### config.mk
export PLATFORM = sky130hd
export DESIGN_NAME = asp_top
export DESIGN_NICKNAME = d
export VERILOG_FILES = /design/src/asp_tick.v /design/src/asp_sync.v /design/src/asp_top.v
export VERILOG_INCLUDE_DIRS = /design/src
export SDC_FILE = /design/constraint.sdc
export NUM_CORES = 1
export LEC_CHECK = 0
export ABC_AREA = 0
export BUFFER_PORTS_ARGS = -buffer_cell sky130_fd_sc_hd__buf_2
export CORE_ASPECT_RATIO = 0.6
export CORE_MARGIN = 10
export CORE_UTILIZATION = 58
export CTS_CLUSTER_SIZE = 12
export DETAILED_ROUTE_END_ITERATION = 10
export PLACE_DENSITY = 0.8
export SETUP_SLACK_MARGIN = 0.5
export SYNTH_ARGS = -nofsm -noshare
export SYNTH_HDL_FRONTEND = slang
export SYNTH_SLANG_ARGS = --single-unit
### constraint.sdc
create_clock -name aclk -period 2.6 [get_ports aclk]
set_input_delay 0.26 -clock aclk [delete_from_list [all_inputs] [get_ports aclk]]
set_output_delay 0.26 -clock aclk [all_outputs]
set_load 0.01 [all_outputs]
### src/asp_regs.vh
// Register offsets, field positions and counts for the serial port pair
`ifndef ASP_REGS_VH
`define ASP_REGS_VH
// Register byte offsets
`define ASP_OFF_CTL0 8'h00
`define ASP_OFF_BUF0 8'h04
`define ASP_OFF_CTL1 8'h08
`define ASP_OFF_BUF1 8'h0C
`define ASP_OFF_PWR  8'h10
// Serial control field positions
`define ASP_B_RI  0
`define ASP_B_TI  1
`define ASP_B_RB8 2
`define ASP_B_TB8 3
`define ASP_B_REN 4
`define ASP_B_AF  5
`define ASP_B_MLO 6
`define ASP_B_MHI 7
// Power control field positions
`define ASP_B_DBL   7
`define ASP_B_FESEL 6
// Reset values
`define ASP_RST_BYTE 8'h00
`define ASP_RST_BUF  8'h00
// Mode codes
`define ASP_MODE0 2'h0
`define ASP_MODE2 2'h2
// Divide-by-16 counter and vote sample states
`define ASP_DIV_LAST 4'hF
`define ASP_SMP_A    4'h7
`define ASP_SMP_B    4'h8
`define ASP_SMP_C    4'h9
// Frame lengths in bits
`define ASP_FRAME10 4'hA
`define ASP_FRAME11 4'hB
// Source events per 16x tick, minus one
`define ASP_OSC_FAST 2'h1
`define ASP_OSC_SLOW 2'h3
`define ASP_TMR_FAST 2'h0
`define ASP_TMR_SLOW 2'h1
// AXI responses
`define ASP_RESP_OK  2'h0
`define ASP_RESP_ERR 2'h2
`endif

### src/asp_tick.v
// Sixteen-times baud tick divider
`timescale 1ns/10ps
`include "asp_regs.vh"
module asp_tick (
	input  wire       aclk,
	input  wire       aresetn,
	input  wire       src,
	input  wire [1:0] last,
	output reg        tick
);
	// Source events counted so far
	reg [1:0] cnt;

	// One tick per last+1 source events
	always @(posedge aclk) begin
		if (!aresetn) begin
			cnt  <= 2'h0;
			tick <= 1'b0;
		end else begin
			tick <= 1'b0;
			if (src) begin
				if (cnt >= last) begin
					cnt  <= 2'h0;
					tick <= 1'b1;
				end else begin
					cnt <= cnt + 2'h1;
				end
			end
		end
	end
endmodule

### src/asp_sync.v
// Two-stage synchroniser for a serial input pin
`timescale 1ns/10ps
module asp_sync (
	input  wire aclk,
	input  wire aresetn,
	input  wire d,
	output reg  q
);
	// First stage, read only by q
	reg meta;

	// Idle line level is high
	always @(posedge aclk) begin
		if (!aresetn) begin
			meta <= 1'b1;
			q    <= 1'b1;
		end else begin
			meta <= d;
			q    <= meta;
		end
	end
endmodule

### src/asp_top.v
// Two asynchronous serial ports behind an AXI4-Lite slave
`timescale 1ns/10ps
`include "asp_regs.vh"
// What this block does
// RULE1 - Mode 1: start, eight LSB-first, stop
// RULE2 - Mode 1 stop bit lands in ninth field
// RULE3 - Mode 1 rate: timer overflow/16 or /32
// RULE4 - Each bit leaves at divider rollover
// RULE5 - Mode 1 transmit flag at tenth rollover
// RULE6 - Receive on falling edge, enable high
// RULE7 - Edge restarts receive divide-by-16 counter
// RULE8 - Majority vote over states 8,9,10
// RULE9 - Non-zero start bit aborts reception
// RULE10 - Load only if flag clear, filter passes
// RULE11 - Mid stop bit returns to edge hunting
// RULE12 - Modes 2/3: eleven bits with ninth
// RULE13 - Mode 2 rate: clock/32 or /64
// RULE14 - Mode 2 transmit flag at eleventh rollover
// RULE15 - Received ninth bit to ninth field
// RULE16 - Mode 3 like mode 2, timer rate
// RULE17 - Mode bits pick the frame format
// RULE18 - Buffer write starts transmission
// RULE19 - Missing stop bit sets frame error
// RULE20 - Frame error cleared only by software
// RULE21 - Control bit 7 shared via select
// RULE22 - Buffer write transmits, read receives
// RULE23 - Flags stay set until software clears
// RULE24 - Second port duplicates all behaviour
module asp_top (
	input  wire        aclk,
	input  wire        aresetn,
	input  wire [7:0]  s_axi_awaddr,
	input  wire        s_axi_awvalid,
	output reg         s_axi_awready,
	input  wire [31:0] s_axi_wdata,
	input  wire [3:0]  s_axi_wstrb,
	input  wire        s_axi_wvalid,
	output reg         s_axi_wready,
	output reg  [1:0]  s_axi_bresp,
	output reg         s_axi_bvalid,
	input  wire        s_axi_bready,
	input  wire [7:0]  s_axi_araddr,
	input  wire        s_axi_arvalid,
	output reg         s_axi_arready,
	output reg  [31:0] s_axi_rdata,
	output reg  [1:0]  s_axi_rresp,
	output reg         s_axi_rvalid,
	input  wire        s_axi_rready,
	input  wire        timer_overflow,
	input  wire        serial_in0,
	input  wire        serial_in1,
	output wire        serial_out0,
	output wire        serial_out1
);
	// Any of the five mapped words
	function asp_mapped;
		input [7:0] a;
		begin
			asp_mapped = (a == `ASP_OFF_CTL0) | (a == `ASP_OFF_BUF0) |
				(a == `ASP_OFF_CTL1) | (a == `ASP_OFF_BUF1) |
				(a == `ASP_OFF_PWR);
		end
	endfunction

	// Two of three vote
	function asp_maj;
		input a;
		input b;
		input c;
		begin
			asp_maj = (a & b) | (a & c) | (b & c);
		end
	endfunction

	// Ninth bit and data byte from the receive shifter
	function [8:0] asp_unpack;
		input [8:0] sh;
		input       w11;
		begin
			asp_unpack = w11 ? sh : {1'b0, sh[8:1]};
		end
	endfunction

	// Write channel capture
	reg        aw_ok;   // Address held
	reg        w_ok;    // Data held
	reg  [7:0] aw_addr; // Held address
	reg  [7:0] w_byte;  // Held low data byte
	reg        w_lane;  // Low byte lane enabled
	// Power control bits shared by both ports
	reg        baud_doubler;
	reg        frame_error_access_select;

	// Write commits once address and data are both held
	wire       do_wr  = aw_ok & w_ok & ~s_axi_bvalid;
	wire       wr_lo  = do_wr & w_lane;
	wire [1:0] wr_ctl = {wr_lo & (aw_addr == `ASP_OFF_CTL1),
		wr_lo & (aw_addr == `ASP_OFF_CTL0)};
	wire [1:0] wr_buf = {wr_lo & (aw_addr == `ASP_OFF_BUF1),
		wr_lo & (aw_addr == `ASP_OFF_BUF0)};
	wire       wr_pwr = wr_lo & (aw_addr == `ASP_OFF_PWR);
	// Per-port readback and pins
	wire [15:0] ctl_rd;  // Control bytes
	wire [15:0] buf_rd;  // Receive buffer bytes
	wire [1:0]  in_pins = {serial_in1, serial_in0};
	wire [1:0]  pin_out; // Transmit pin flops

	// Write address, write data and response channels
	always @(posedge aclk) begin
		if (!aresetn) begin
			aw_ok         <= 1'b0;
			w_ok          <= 1'b0;
			aw_addr       <= 8'h00;
			w_byte        <= 8'h00;
			w_lane        <= 1'b0;
			s_axi_awready <= 1'b1;
			s_axi_wready  <= 1'b1;
			s_axi_bvalid  <= 1'b0;
			s_axi_bresp   <= `ASP_RESP_OK;
		end else begin
			// Either order of address and data
			if (s_axi_awvalid && s_axi_awready) begin
				aw_ok         <= 1'b1;
				aw_addr       <= s_axi_awaddr;
				s_axi_awready <= 1'b0;
			end
			if (s_axi_wvalid && s_axi_wready) begin
				w_ok         <= 1'b1;
				w_byte       <= s_axi_wdata[7:0];
				w_lane       <= s_axi_wstrb[0];
				s_axi_wready <= 1'b0;
			end
			// Commit and answer
			if (do_wr) begin
				aw_ok        <= 1'b0;
				w_ok         <= 1'b0;
				s_axi_bvalid <= 1'b1;
				s_axi_bresp  <= asp_mapped(aw_addr) ?
					`ASP_RESP_OK : `ASP_RESP_ERR;
			end
			// Response taken, reopen both channels
			if (s_axi_bvalid && s_axi_bready) begin
				s_axi_bvalid  <= 1'b0;
				s_axi_awready <= 1'b1;
				s_axi_wready  <= 1'b1;
			end
		end
	end

	// Read address and data channels
	always @(posedge aclk) begin
		if (!aresetn) begin
			s_axi_arready <= 1'b1;
			s_axi_rvalid  <= 1'b0;
			s_axi_rresp   <= `ASP_RESP_OK;
			s_axi_rdata   <= 32'h00000000;
		end else begin
			if (s_axi_arvalid && s_axi_arready) begin
				s_axi_arready <= 1'b0;
				s_axi_rvalid  <= 1'b1;
				s_axi_rresp   <= asp_mapped(s_axi_araddr) ?
					`ASP_RESP_OK : `ASP_RESP_ERR;
				// Buffer reads return the receive side RULE22
				case (s_axi_araddr)
					`ASP_OFF_CTL0: s_axi_rdata <= {24'h000000, ctl_rd[7:0]};
					`ASP_OFF_BUF0: s_axi_rdata <= {24'h000000, buf_rd[7:0]};
					`ASP_OFF_CTL1: s_axi_rdata <= {24'h000000, ctl_rd[15:8]};
					`ASP_OFF_BUF1: s_axi_rdata <= {24'h000000, buf_rd[15:8]};
					`ASP_OFF_PWR: s_axi_rdata <= {24'h000000, baud_doubler,
						frame_error_access_select, 6'h00};
					default: s_axi_rdata <= 32'h00000000;
				endcase
			end
			if (s_axi_rvalid && s_axi_rready) begin
				s_axi_rvalid  <= 1'b0;
				s_axi_arready <= 1'b1;
			end
		end
	end

	// Power control register
	always @(posedge aclk) begin
		if (!aresetn) begin
			baud_doubler              <= 1'b0;
			frame_error_access_select <= 1'b0;
		end else if (wr_pwr) begin
			baud_doubler              <= w_byte[`ASP_B_DBL];
			frame_error_access_select <= w_byte[`ASP_B_FESEL];
		end
	end

	// One identical engine per port RULE24
	genvar p;
	generate
		for (p = 0; p < 2; p = p + 1) begin : g_port
			// Control fields
			reg       mode_select_hi;
			reg       mode_select_lo;
			reg       address_filter_bit;
			reg       rx_enable;
			reg       tx_ninth_bit;
			reg       rx_ninth_bit;
			reg       transmit_flag;
			reg       receive_flag;
			reg       frame_error_flag;
			reg [7:0] rx_buf;    // Receive buffer
			// Transmit side
			reg [10:0] tx_sh;    // Frame shifter
			reg [3:0]  tx_left;  // Bits still to drive
			reg [3:0]  tx_div;   // Divide-by-16 counter
			reg        tx_out;   // Pin flop
			// Receive side
			reg        rx_on;    // Frame in progress
			reg [3:0]  rx_div;   // Divide-by-16 counter
			reg [3:0]  rx_idx;   // Bits decided so far
			reg [8:0]  rx_sh;    // Data shifter
			reg        smp_a;    // Sample at state 8
			reg        smp_b;    // Sample at state 9
			reg        prev;     // Pin at last tick

			// Mode and frame shape RULE17
			wire [1:0] mode   = {mode_select_lo, mode_select_hi};
			wire       is11   = mode[1];
			wire       active = (mode != `ASP_MODE0);
			wire [3:0] flen   = is11 ? `ASP_FRAME11 : `ASP_FRAME10;
			wire       tick;     // 16x bit rate enable
			wire       pin;      // Synchronised input
			// Clock source for mode 2, timer otherwise RULE13 RULE16
			wire       src = (mode == `ASP_MODE2) ? 1'b1 : timer_overflow;
			// Doubler halves the divide RULE3
			wire [1:0] last = (mode == `ASP_MODE2) ?
				(baud_doubler ? `ASP_OSC_FAST : `ASP_OSC_SLOW) :
				(baud_doubler ? `ASP_TMR_FAST : `ASP_TMR_SLOW);
			wire       roll   = tick & (tx_div == `ASP_DIV_LAST);
			wire       smp_end = tick & rx_on & (rx_div == `ASP_SMP_C);
			wire       bit_v  = asp_maj(smp_a, smp_b, pin); // RULE8
			wire       last_bit = (rx_idx == flen - 4'h1);
			wire [8:0] got    = asp_unpack(rx_sh, is11);
			wire       rx_done = smp_end & last_bit;
			// Load gate on flag and filter RULE10
			wire       rx_load = rx_done & ~receive_flag &
				(~address_filter_bit | bit_v);
			// Flag on the rollover that drives stop RULE5 RULE14
			wire       ti_set = roll & (tx_left == 4'h1);
			wire       fe_set = rx_done & ~bit_v; // RULE19

			// Baud tick divider
			asp_tick u_tick (
				.aclk    (aclk),
				.aresetn (aresetn),
				.src     (src),
				.last    (last),
				.tick    (tick)
			);

			// Input pin synchroniser
			asp_sync u_sync (
				.aclk    (aclk),
				.aresetn (aresetn),
				.d       (in_pins[p]),
				.q       (pin)
			);

			// Control register and flags
			always @(posedge aclk) begin
				if (!aresetn) begin
					mode_select_hi     <= 1'b0;
					mode_select_lo     <= 1'b0;
					address_filter_bit <= 1'b0;
					rx_enable          <= 1'b0;
					tx_ninth_bit       <= 1'b0;
					rx_ninth_bit       <= 1'b0;
					transmit_flag      <= 1'b0;
					receive_flag       <= 1'b0;
					frame_error_flag   <= 1'b0;
					rx_buf             <= `ASP_RST_BUF;
				end else begin
					if (wr_ctl[p]) begin
						// Bit 7 goes to mode only when select is low
						if (!frame_error_access_select)
							mode_select_hi <= w_byte[`ASP_B_MHI]; // RULE21
						mode_select_lo     <= w_byte[`ASP_B_MLO];
						address_filter_bit <= w_byte[`ASP_B_AF];
						rx_enable          <= w_byte[`ASP_B_REN];
						tx_ninth_bit       <= w_byte[`ASP_B_TB8];
					end
					// Hardware load beats a software write
					if (rx_load) begin
						rx_ninth_bit <= is11 ? got[8] : bit_v; // RULE2 RULE15
						rx_buf       <= got[7:0];
					end else if (wr_ctl[p]) begin
						rx_ninth_bit <= w_byte[`ASP_B_RB8];
					end
					// Set wins over a clearing write RULE23
					transmit_flag <= ti_set |
						(wr_ctl[p] ? w_byte[`ASP_B_TI] : transmit_flag);
					receive_flag <= rx_load |
						(wr_ctl[p] ? w_byte[`ASP_B_RI] : receive_flag);
					// Software may only clear the error RULE20 RULE21
					frame_error_flag <= fe_set |
						((wr_ctl[p] & frame_error_access_select) ?
						(frame_error_flag & w_byte[`ASP_B_MHI]) :
						frame_error_flag);
				end
			end

			// Transmitter, paced by its divide-by-16 counter
			always @(posedge aclk) begin
				if (!aresetn) begin
					tx_sh   <= 11'h7FF;
					tx_left <= 4'h0;
					tx_div  <= 4'h0;
					tx_out  <= 1'b1;
				end else begin
					if (tick)
						tx_div <= tx_div + 4'h1;
					// Write loads the frame RULE18 RULE1 RULE12
					if (wr_buf[p] && active) begin
						tx_sh   <= {1'b1, is11 ? tx_ninth_bit : 1'b1,
							w_byte, 1'b0};
						tx_left <= flen;
					end else if (roll && tx_left != 4'h0) begin
						// Next bit at rollover only RULE4
						tx_out  <= tx_sh[0];
						tx_sh   <= {1'b1, tx_sh[10:1]};
						tx_left <= tx_left - 4'h1;
					end
				end
			end

			// Receiver: edge hunt, vote, shift
			always @(posedge aclk) begin
				if (!aresetn) begin
					rx_on  <= 1'b0;
					rx_div <= 4'h0;
					rx_idx <= 4'h0;
					rx_sh  <= 9'h000;
					smp_a  <= 1'b1;
					smp_b  <= 1'b1;
					prev   <= 1'b1;
				end else begin
					if (tick)
						prev <= pin;
					if (!rx_enable || !active) begin
						// Only while enabled RULE6
						rx_on <= 1'b0;
					end else if (!rx_on) begin
						// Falling edge at 16x rate RULE6 RULE7
						if (tick && prev && !pin) begin
							rx_on  <= 1'b1;
							rx_div <= 4'h0;
							rx_idx <= 4'h0;
						end
					end else if (tick) begin
						rx_div <= rx_div + 4'h1;
						if (rx_div == `ASP_SMP_A)
							smp_a <= pin;
						if (rx_div == `ASP_SMP_B)
							smp_b <= pin;
						if (rx_div == `ASP_SMP_C) begin
							if (rx_idx == 4'h0 && bit_v) begin
								rx_on <= 1'b0; // RULE9
							end else if (last_bit) begin
								rx_on <= 1'b0; // RULE11
							end else begin
								if (rx_idx != 4'h0)
									rx_sh <= {bit_v, rx_sh[8:1]};
								rx_idx <= rx_idx + 4'h1;
							end
						end
					end
				end
			end

			// Readback of this port
			assign ctl_rd[p*8+:8] = {frame_error_access_select ?
				frame_error_flag : mode_select_hi, mode_select_lo,
				address_filter_bit, rx_enable, tx_ninth_bit,
				rx_ninth_bit, transmit_flag, receive_flag};
			assign buf_rd[p*8+:8] = rx_buf;
			assign pin_out[p]     = tx_out;
		end
	endgenerate

	// Pins straight from the transmit flops
	assign serial_out0 = pin_out[0];
	assign serial_out1 = pin_out[1];
endmodule

After elaboration in Yosys (flattened, before gate mapping)
Index checks and enable logic that the tools add are counted.
{ "op_classes": {"n_addsub": 12, "multipliers": 0, "div_mod_pow": 0, "order_cmp": 2, "n_eq_ne": 30, "n_shift": 0, "mux": 69, "bitwise_logic": 71, "reduce_logical": 60} }
{ "ops": {"columns": ["op", "count"], "rows": [
  ["two-way mux 4 bit", 20],
  ["two-way mux 10 bit", 4],
  ["one-hot mux 8 bit (5 select lines)", 1],
  ["two-way mux 1 bit", 35],
  ["bitwise AND 1 bit", 34],
  ["equality test 8 x 4 -> 1 bit (second input constant)", 4],
  ["adder 4 x 1 -> 4 bit (second input constant)", 6],
  ["equality test 4 bit (second input constant)", 6],
  ["OR 1 bit", 20],
  ["two-way mux 9 bit", 2],
  ["inverter 1 bit", 17],
  ["equality test 8 x 3 -> 1 bit (second input constant)", 2],
  ["equality test 8 x 5 -> 1 bit (second input constant)", 2],
  ["zero test 8 bit", 2],
  ["AND reduction 4 bit", 4],
  ["nonzero test 2 bit", 8],
  ["nonzero test 4 bit", 4],
  ["subtractor 4 x 1 -> 4 bit (second input constant)", 4],
  ["logical AND 1 bit", 15],
  ["two-way mux 2 bit", 7],
  ["AND reduction 7 bit", 2],
  ["AND reduction 2 bit", 6],
  ["AND reduction 6 bit", 2],
  ["OR reduction 2 bit", 5],
  ["other kinds (12)", 32]
]} }
{ "totals": {"reg_bits": 186, "latch_bits": 0, "mem_bits_rw": 0, "romBits": 0, "output_inout_bits": 43, "n_memories": 0} }

Depth between registers and ports, before layout
{ "logic_depth": {"depth_word": 8, "mapped_depth": 8} }

Hierarchy
Synthesis repeated with hierarchy kept, for this count alone.
{ "unflattened": {"hier_cells": 865, "area_unflattened_um2": 7677.4} }
{ "modules_own_cells": {"columns": ["module", "instances", "cells_each", "area_per_inst_um2"], "rows": [
  ["asp_top", 1, 815, 7219.4],
  ["asp_tick", 2, 21, 176.4],
  ["asp_sync", 2, 4, 52.6]
]} }

Worst setup path before layout
Ideal clock, no wire load.
{ "synth_timing": {"path_kind": "reg2reg", "from": "register aw_addr[0]", "to": "register g_port[0].rx_ninth_bit", "setup_ns": 0.116, "t_arrival_ns": 1.936, "required_time_ns": 2.484, "path_slack_ns": 0.548, "path_stages_with_launch": 6, "n_path_buf": 0, "cell_sequence": "dfxtp_1 -> or4_4 -> nor4_4 -> nand2_4 -> mux2_1 -> o211a_1"} }
{ "synth_via": {"elab_chain_cells": 3} }
{ "synth_rtl": {"columns": ["item", "line_no", "rtl"], "rows": [
  ["start, declared", "asp_top.v:87", "reg [7:0] aw_addr;"],
  ["start signal, assigned", "asp_top.v:124", "aw_addr <= s_axi_awaddr;"],
  ["zero test 8 bit (no source line)", null, null],
  ["bitwise AND 1 bit", "asp_top.v:98", "wr_lo & (aw_addr == `ASP_OFF_CTL0)};"],
  ["nonzero test 2 bit (no source line)", null, null],
  ["end signal, assigned", "asp_top.v:289", "rx_ninth_bit <= is11 ? got[8] : bit_v;"],
  ["end signal, assigned", "asp_top.v:292", "rx_ninth_bit <= w_byte[`ASP_B_RB8];"],
  ["end, declared", "asp_top.v:202", "reg rx_ninth_bit;"]
]} }
Every way passes these cells.
A chain may end at the register's enable or synchronous reset.

Worst setup path in the final report
{ "layout_timing": {"from": "register aw_addr[0]", "to": "register g_port[1].tx_out, in the netlist serial_out1"} }
{ "layout_via": {"elab_chain_cells": 5} }
{ "layout_rtl": {"columns": ["item", "line_no", "rtl"], "rows": [
  ["equality test 8 x 4 -> 1 bit (no source line)", null, null],
  ["bitwise AND 1 bit", "asp_top.v:99", "wire [1:0] wr_buf = {wr_lo & (aw_addr == `ASP_OFF_BUF1),"],
  ["logical AND 1 bit", "asp_top.v:318", "if (wr_buf[p] && active) begin"],
  ["inverter 1 bit (no source line)", null, null],
  ["AND reduction 2 bit (no source line)", null, null],
  ["end signal, assigned", "asp_top.v:324", "tx_out <= tx_sh[0];"],
  ["end, declared", "asp_top.v:211", "reg tx_out;"]
]} }
Every way passes these cells.

==> metrics <==
Setup violations, final=0; synthesized flop and latch total=160; Cell Chain, Critical Path=or4_4 -> nor4_4 -> buf_6 -> o2111ai_1 -> buf_4 -> a311o_1; Worst-path clk slew=60 ps; top_reg_cell synth=dfxtp_1; P_leak=roughly 0.0034 uW; CP Class=register to register; peak supply drop=417 uV; count of input and output buffers=51; DR pass1 iterations=5; max_cap viols=0; # diodes=0; CP startpoint=aw_addr[0]; Rel. slew slack=62.2%; Nets=about 980; Ys Warns=0; num rows=32; CTS tree=done; Vias/cell=5.69; WP buf/inv=2; HP Class=primary input to register; dpl cells=1041; global-route wire length before repair=29600 um; Post-synth EDFFs=0; Worst Max-Slew Pin Slew=562 ps; delay-heaviest family, CP=simple AND/OR/NAND/NOR gates; startpoint types=register; final hold vios=0; gr usage total=19.6%; antenna violations before repair=0; DP HPWL=12400 um; Fin Hold WS=19.8 ps; Die Y=108 um; Post-Route WL=18100 um; drt wl/cell=16.8 um; Antenna Nets Post-Route=0; vias in the first global route=about 5.7k; Final Critical Period=2060 ps; DR vias=6139; die area=approximately 18000 sq um; reg2reg setup slack=540 ps; Async SR Flop Fraction=0%; # H-tree levels=4; CTS Buffer Depth=2; worst reg2reg startpoint=aw_addr[0]; Seq/Total Area, Yosys=42.4%; root buf cell=clkbuf_16; Area Overhead vs Synth=13.6%; number of distinct library cells after synthesis=56; fin crit share=79.1%; Layout Utilization=around two thirds; crit path max fanout=13; Critical Path RT=approximately 2900 ps; Worst R2R End=serial_out1; fillcell total=1038; stages on the worst setup path=6; RD Place Congestion=0.880; CP endpoint kind=register; Pins Over Slew Limit=0; critical path arrival=2370 ps; clock sink count=160; layout cells sized above 1=14.9%; Pwr Density=about 640 nW/um^2; Cell Area, Placed=between 7000 and 8000 sq um; outcome=finished clean; Syn Inst Count=852; Starting Density=59.0%; Ports=105; Sum Neg Setup Slack=0 ps; worst setup path end=serial_out1; CP max-delay cell=or4_4; grt ovf=0; Max Clock Freq=0.486 GHz; Die Wd=167 um; starting DRC count in detailed routing=481; Post-Syn Area=7550 sq um; final instance area=8580 sq um; CP max stage delay=approximately 590 ps; Core Footprint=12800 sq um; Setup Skew=10.5 ps; Skew-Pair Late Insertion Delay=approximately 430 ps; Register-to-Register Path Depth=6; unrepaired setup endpoints after global routing=yes; Avg Inst Size Synth=8.87 sq um; Non-Filler Instances=1078; Num CTS Buffers=17; DR DRC count=0; largest net degree at the start of global routing=57
## report_power, final
group	switching (uW)	leakage (uW)	total [uW]	internal, uW
clock network	1070	0.000303	2700	1620
logic	169	0.00182	269	100
registers	59.9	0.00130	2560	2500
total	1300	0.00342	5520	4220
## state kept, by name, indices dropped and copies added (netlist names), 4 cells and up
signal,flops
g_port.rx_buf,16
g_port.u_tick.cnt,4
g_port.tx_div,8
g_port.tx_sh,20
aw_addr,8
g_port.rx_idx,8
g_port.rx_div,8
s_axi_rdata,8
w_byte,8
g_port.rx_sh,18
g_port.tx_left,8
## how the worst min path moves through the flow
stage	from	endpoint	slack, ps	cells after the start
floorplan	s_axi_wvalid	s_axi_wready	360	1
global placement	g_port[1].u_sync.meta	g_port[1].u_sync.q	390	1
detailed placement	g_port[1].u_sync.meta	g_port[1].u_sync.q	400	1
CTS	serial_in1	g_port[1].u_sync.meta	20	2
global route	serial_in0	g_port[0].u_sync.meta	30	2
finish	serial_in0	g_port[0].u_sync.meta	20	2
## cells in the mapped netlist (3+ instances only)
master	number	area (sq um)
dfxtp_1	160	3200
nor2_1	103	387
mux2i_1	64	641
nand2_1	63	236
a21oi_1	56	280
o21ai_0	43	215
clkbuf_1	40	150
a211oi_1	38	285
nand3_1	31	155
buf_4	27	203
inv_1	27	101
ha_1	22	275
nor2b_1	15	93.8
nor3_1	12	60.1
and2_1	10	62.6
nand2b_1	10	62.6
nand3b_1	10	75.1
xor2_1	10	87.6
nand4b_1	9	78.8
nand4_1	8	50.1
o21ai_1	7	35.0
mux4_2	6	135
or3_1	6	37.5
xnor2_1	6	52.6
a21o_1	5	37.5
and3b_1	5	43.8
o21a_1	5	37.5
buf_1	4	15.0
nor3b_1	4	30.0
or2_2	4	25.0
and3_1	3	18.8
o2111ai_1	3	26.3
o211ai_1	3	22.5
## worst reg2reg max path, cell delays in order, from the launching register on
cell	delay, ps
dfxtp_1	310
or4_4	590
nor4_4	180
buf_6	180
o2111ai_1	120
buf_4	220
a311o_1	350
## routing by layer
layer	vias to the layer above	track usage (%)	wire, um
li1	3033	-	-
met1	2913	27.9	8870
met2	178	29.5	7910
met3	15	4.86	1170
met4	0	4.64	153
met5	-	0	0
## cell families after synthesis
family                   synth area share, %
flip-flops                              42.4
AND/OR/NAND/NOR                         20.1
multiplexers                            10.7
adder cells (fa/ha/maj)                 3.64
buffers and inverters                   6.49
other                                 0.0496
AO/OA/AOI/OAI                           14.7
XOR/XNOR                                1.86
## cell type report
class                      count  area (sq um)  share of cell area, %
sequential                   160          3210                   37.4
tap                          170           213                   2.48
timing repair buffer          73           437                   5.09
clock buffer                  17           425                   4.96
multi-input combinational    616          3990                   46.5
inverter                      27           103                   1.20
clock inverter                15           210                   2.45
## metrics by stage
step | setup slack [ps] | power (uW)
2_1_floorplan | 548 | 2800
3_3_place_gp | 290 | 2860
3_5_place_dp | 243 | 2870
4_1_cts | 570 | 5530
5_1_grt | 455 | 5680
6_report | 544 | 5520
## layout by cell type, fill, tap and decap left out, types with 6 or more instances in the layout
| cell | synthesis | routed |
|---|---|---|
| and2_1 | 10 | 10 |
| a211oi_1 | 38 | 38 |
| nor2b_1 | 15 | 15 |
| xnor2_1 | 6 | 6 |
| buf_2 | 2 | 51 |
| buf_4 | 27 | 20 |
| dfxtp_1 | 160 | 158 |
| o21ai_0 | 43 | 43 |
| mux4_2 | 6 | 6 |
| nand4_1 | 8 | 8 |
| nand3_1 | 31 | 30 |
| nand3b_1 | 10 | 10 |
| xor2_1 | 10 | 10 |
| nand4b_1 | 9 | 9 |
| inv_1 | 27 | 26 |
| nor2_1 | 103 | 103 |
| nand2b_1 | 10 | 10 |
| nand2_1 | 63 | 63 |
| or3_1 | 6 | 6 |
| ha_1 | 22 | 22 |
| nor3_1 | 12 | 12 |
| conb_1 | 1 | 26 |
| a21oi_1 | 56 | 54 |
| mux2i_1 | 64 | 64 |
| clkbuf_16 | 0 | 17 |
## what timing repair did
action | in CTS | in global routing
setup endpoints to repair | 36 | 17
buffers inserted | 3 | 2
resized for setup | 4 | 6
pin swaps | 2 | 1
hold buffers | 0 | 0
No activity file was read; power rests on OpenSTA's default activity.
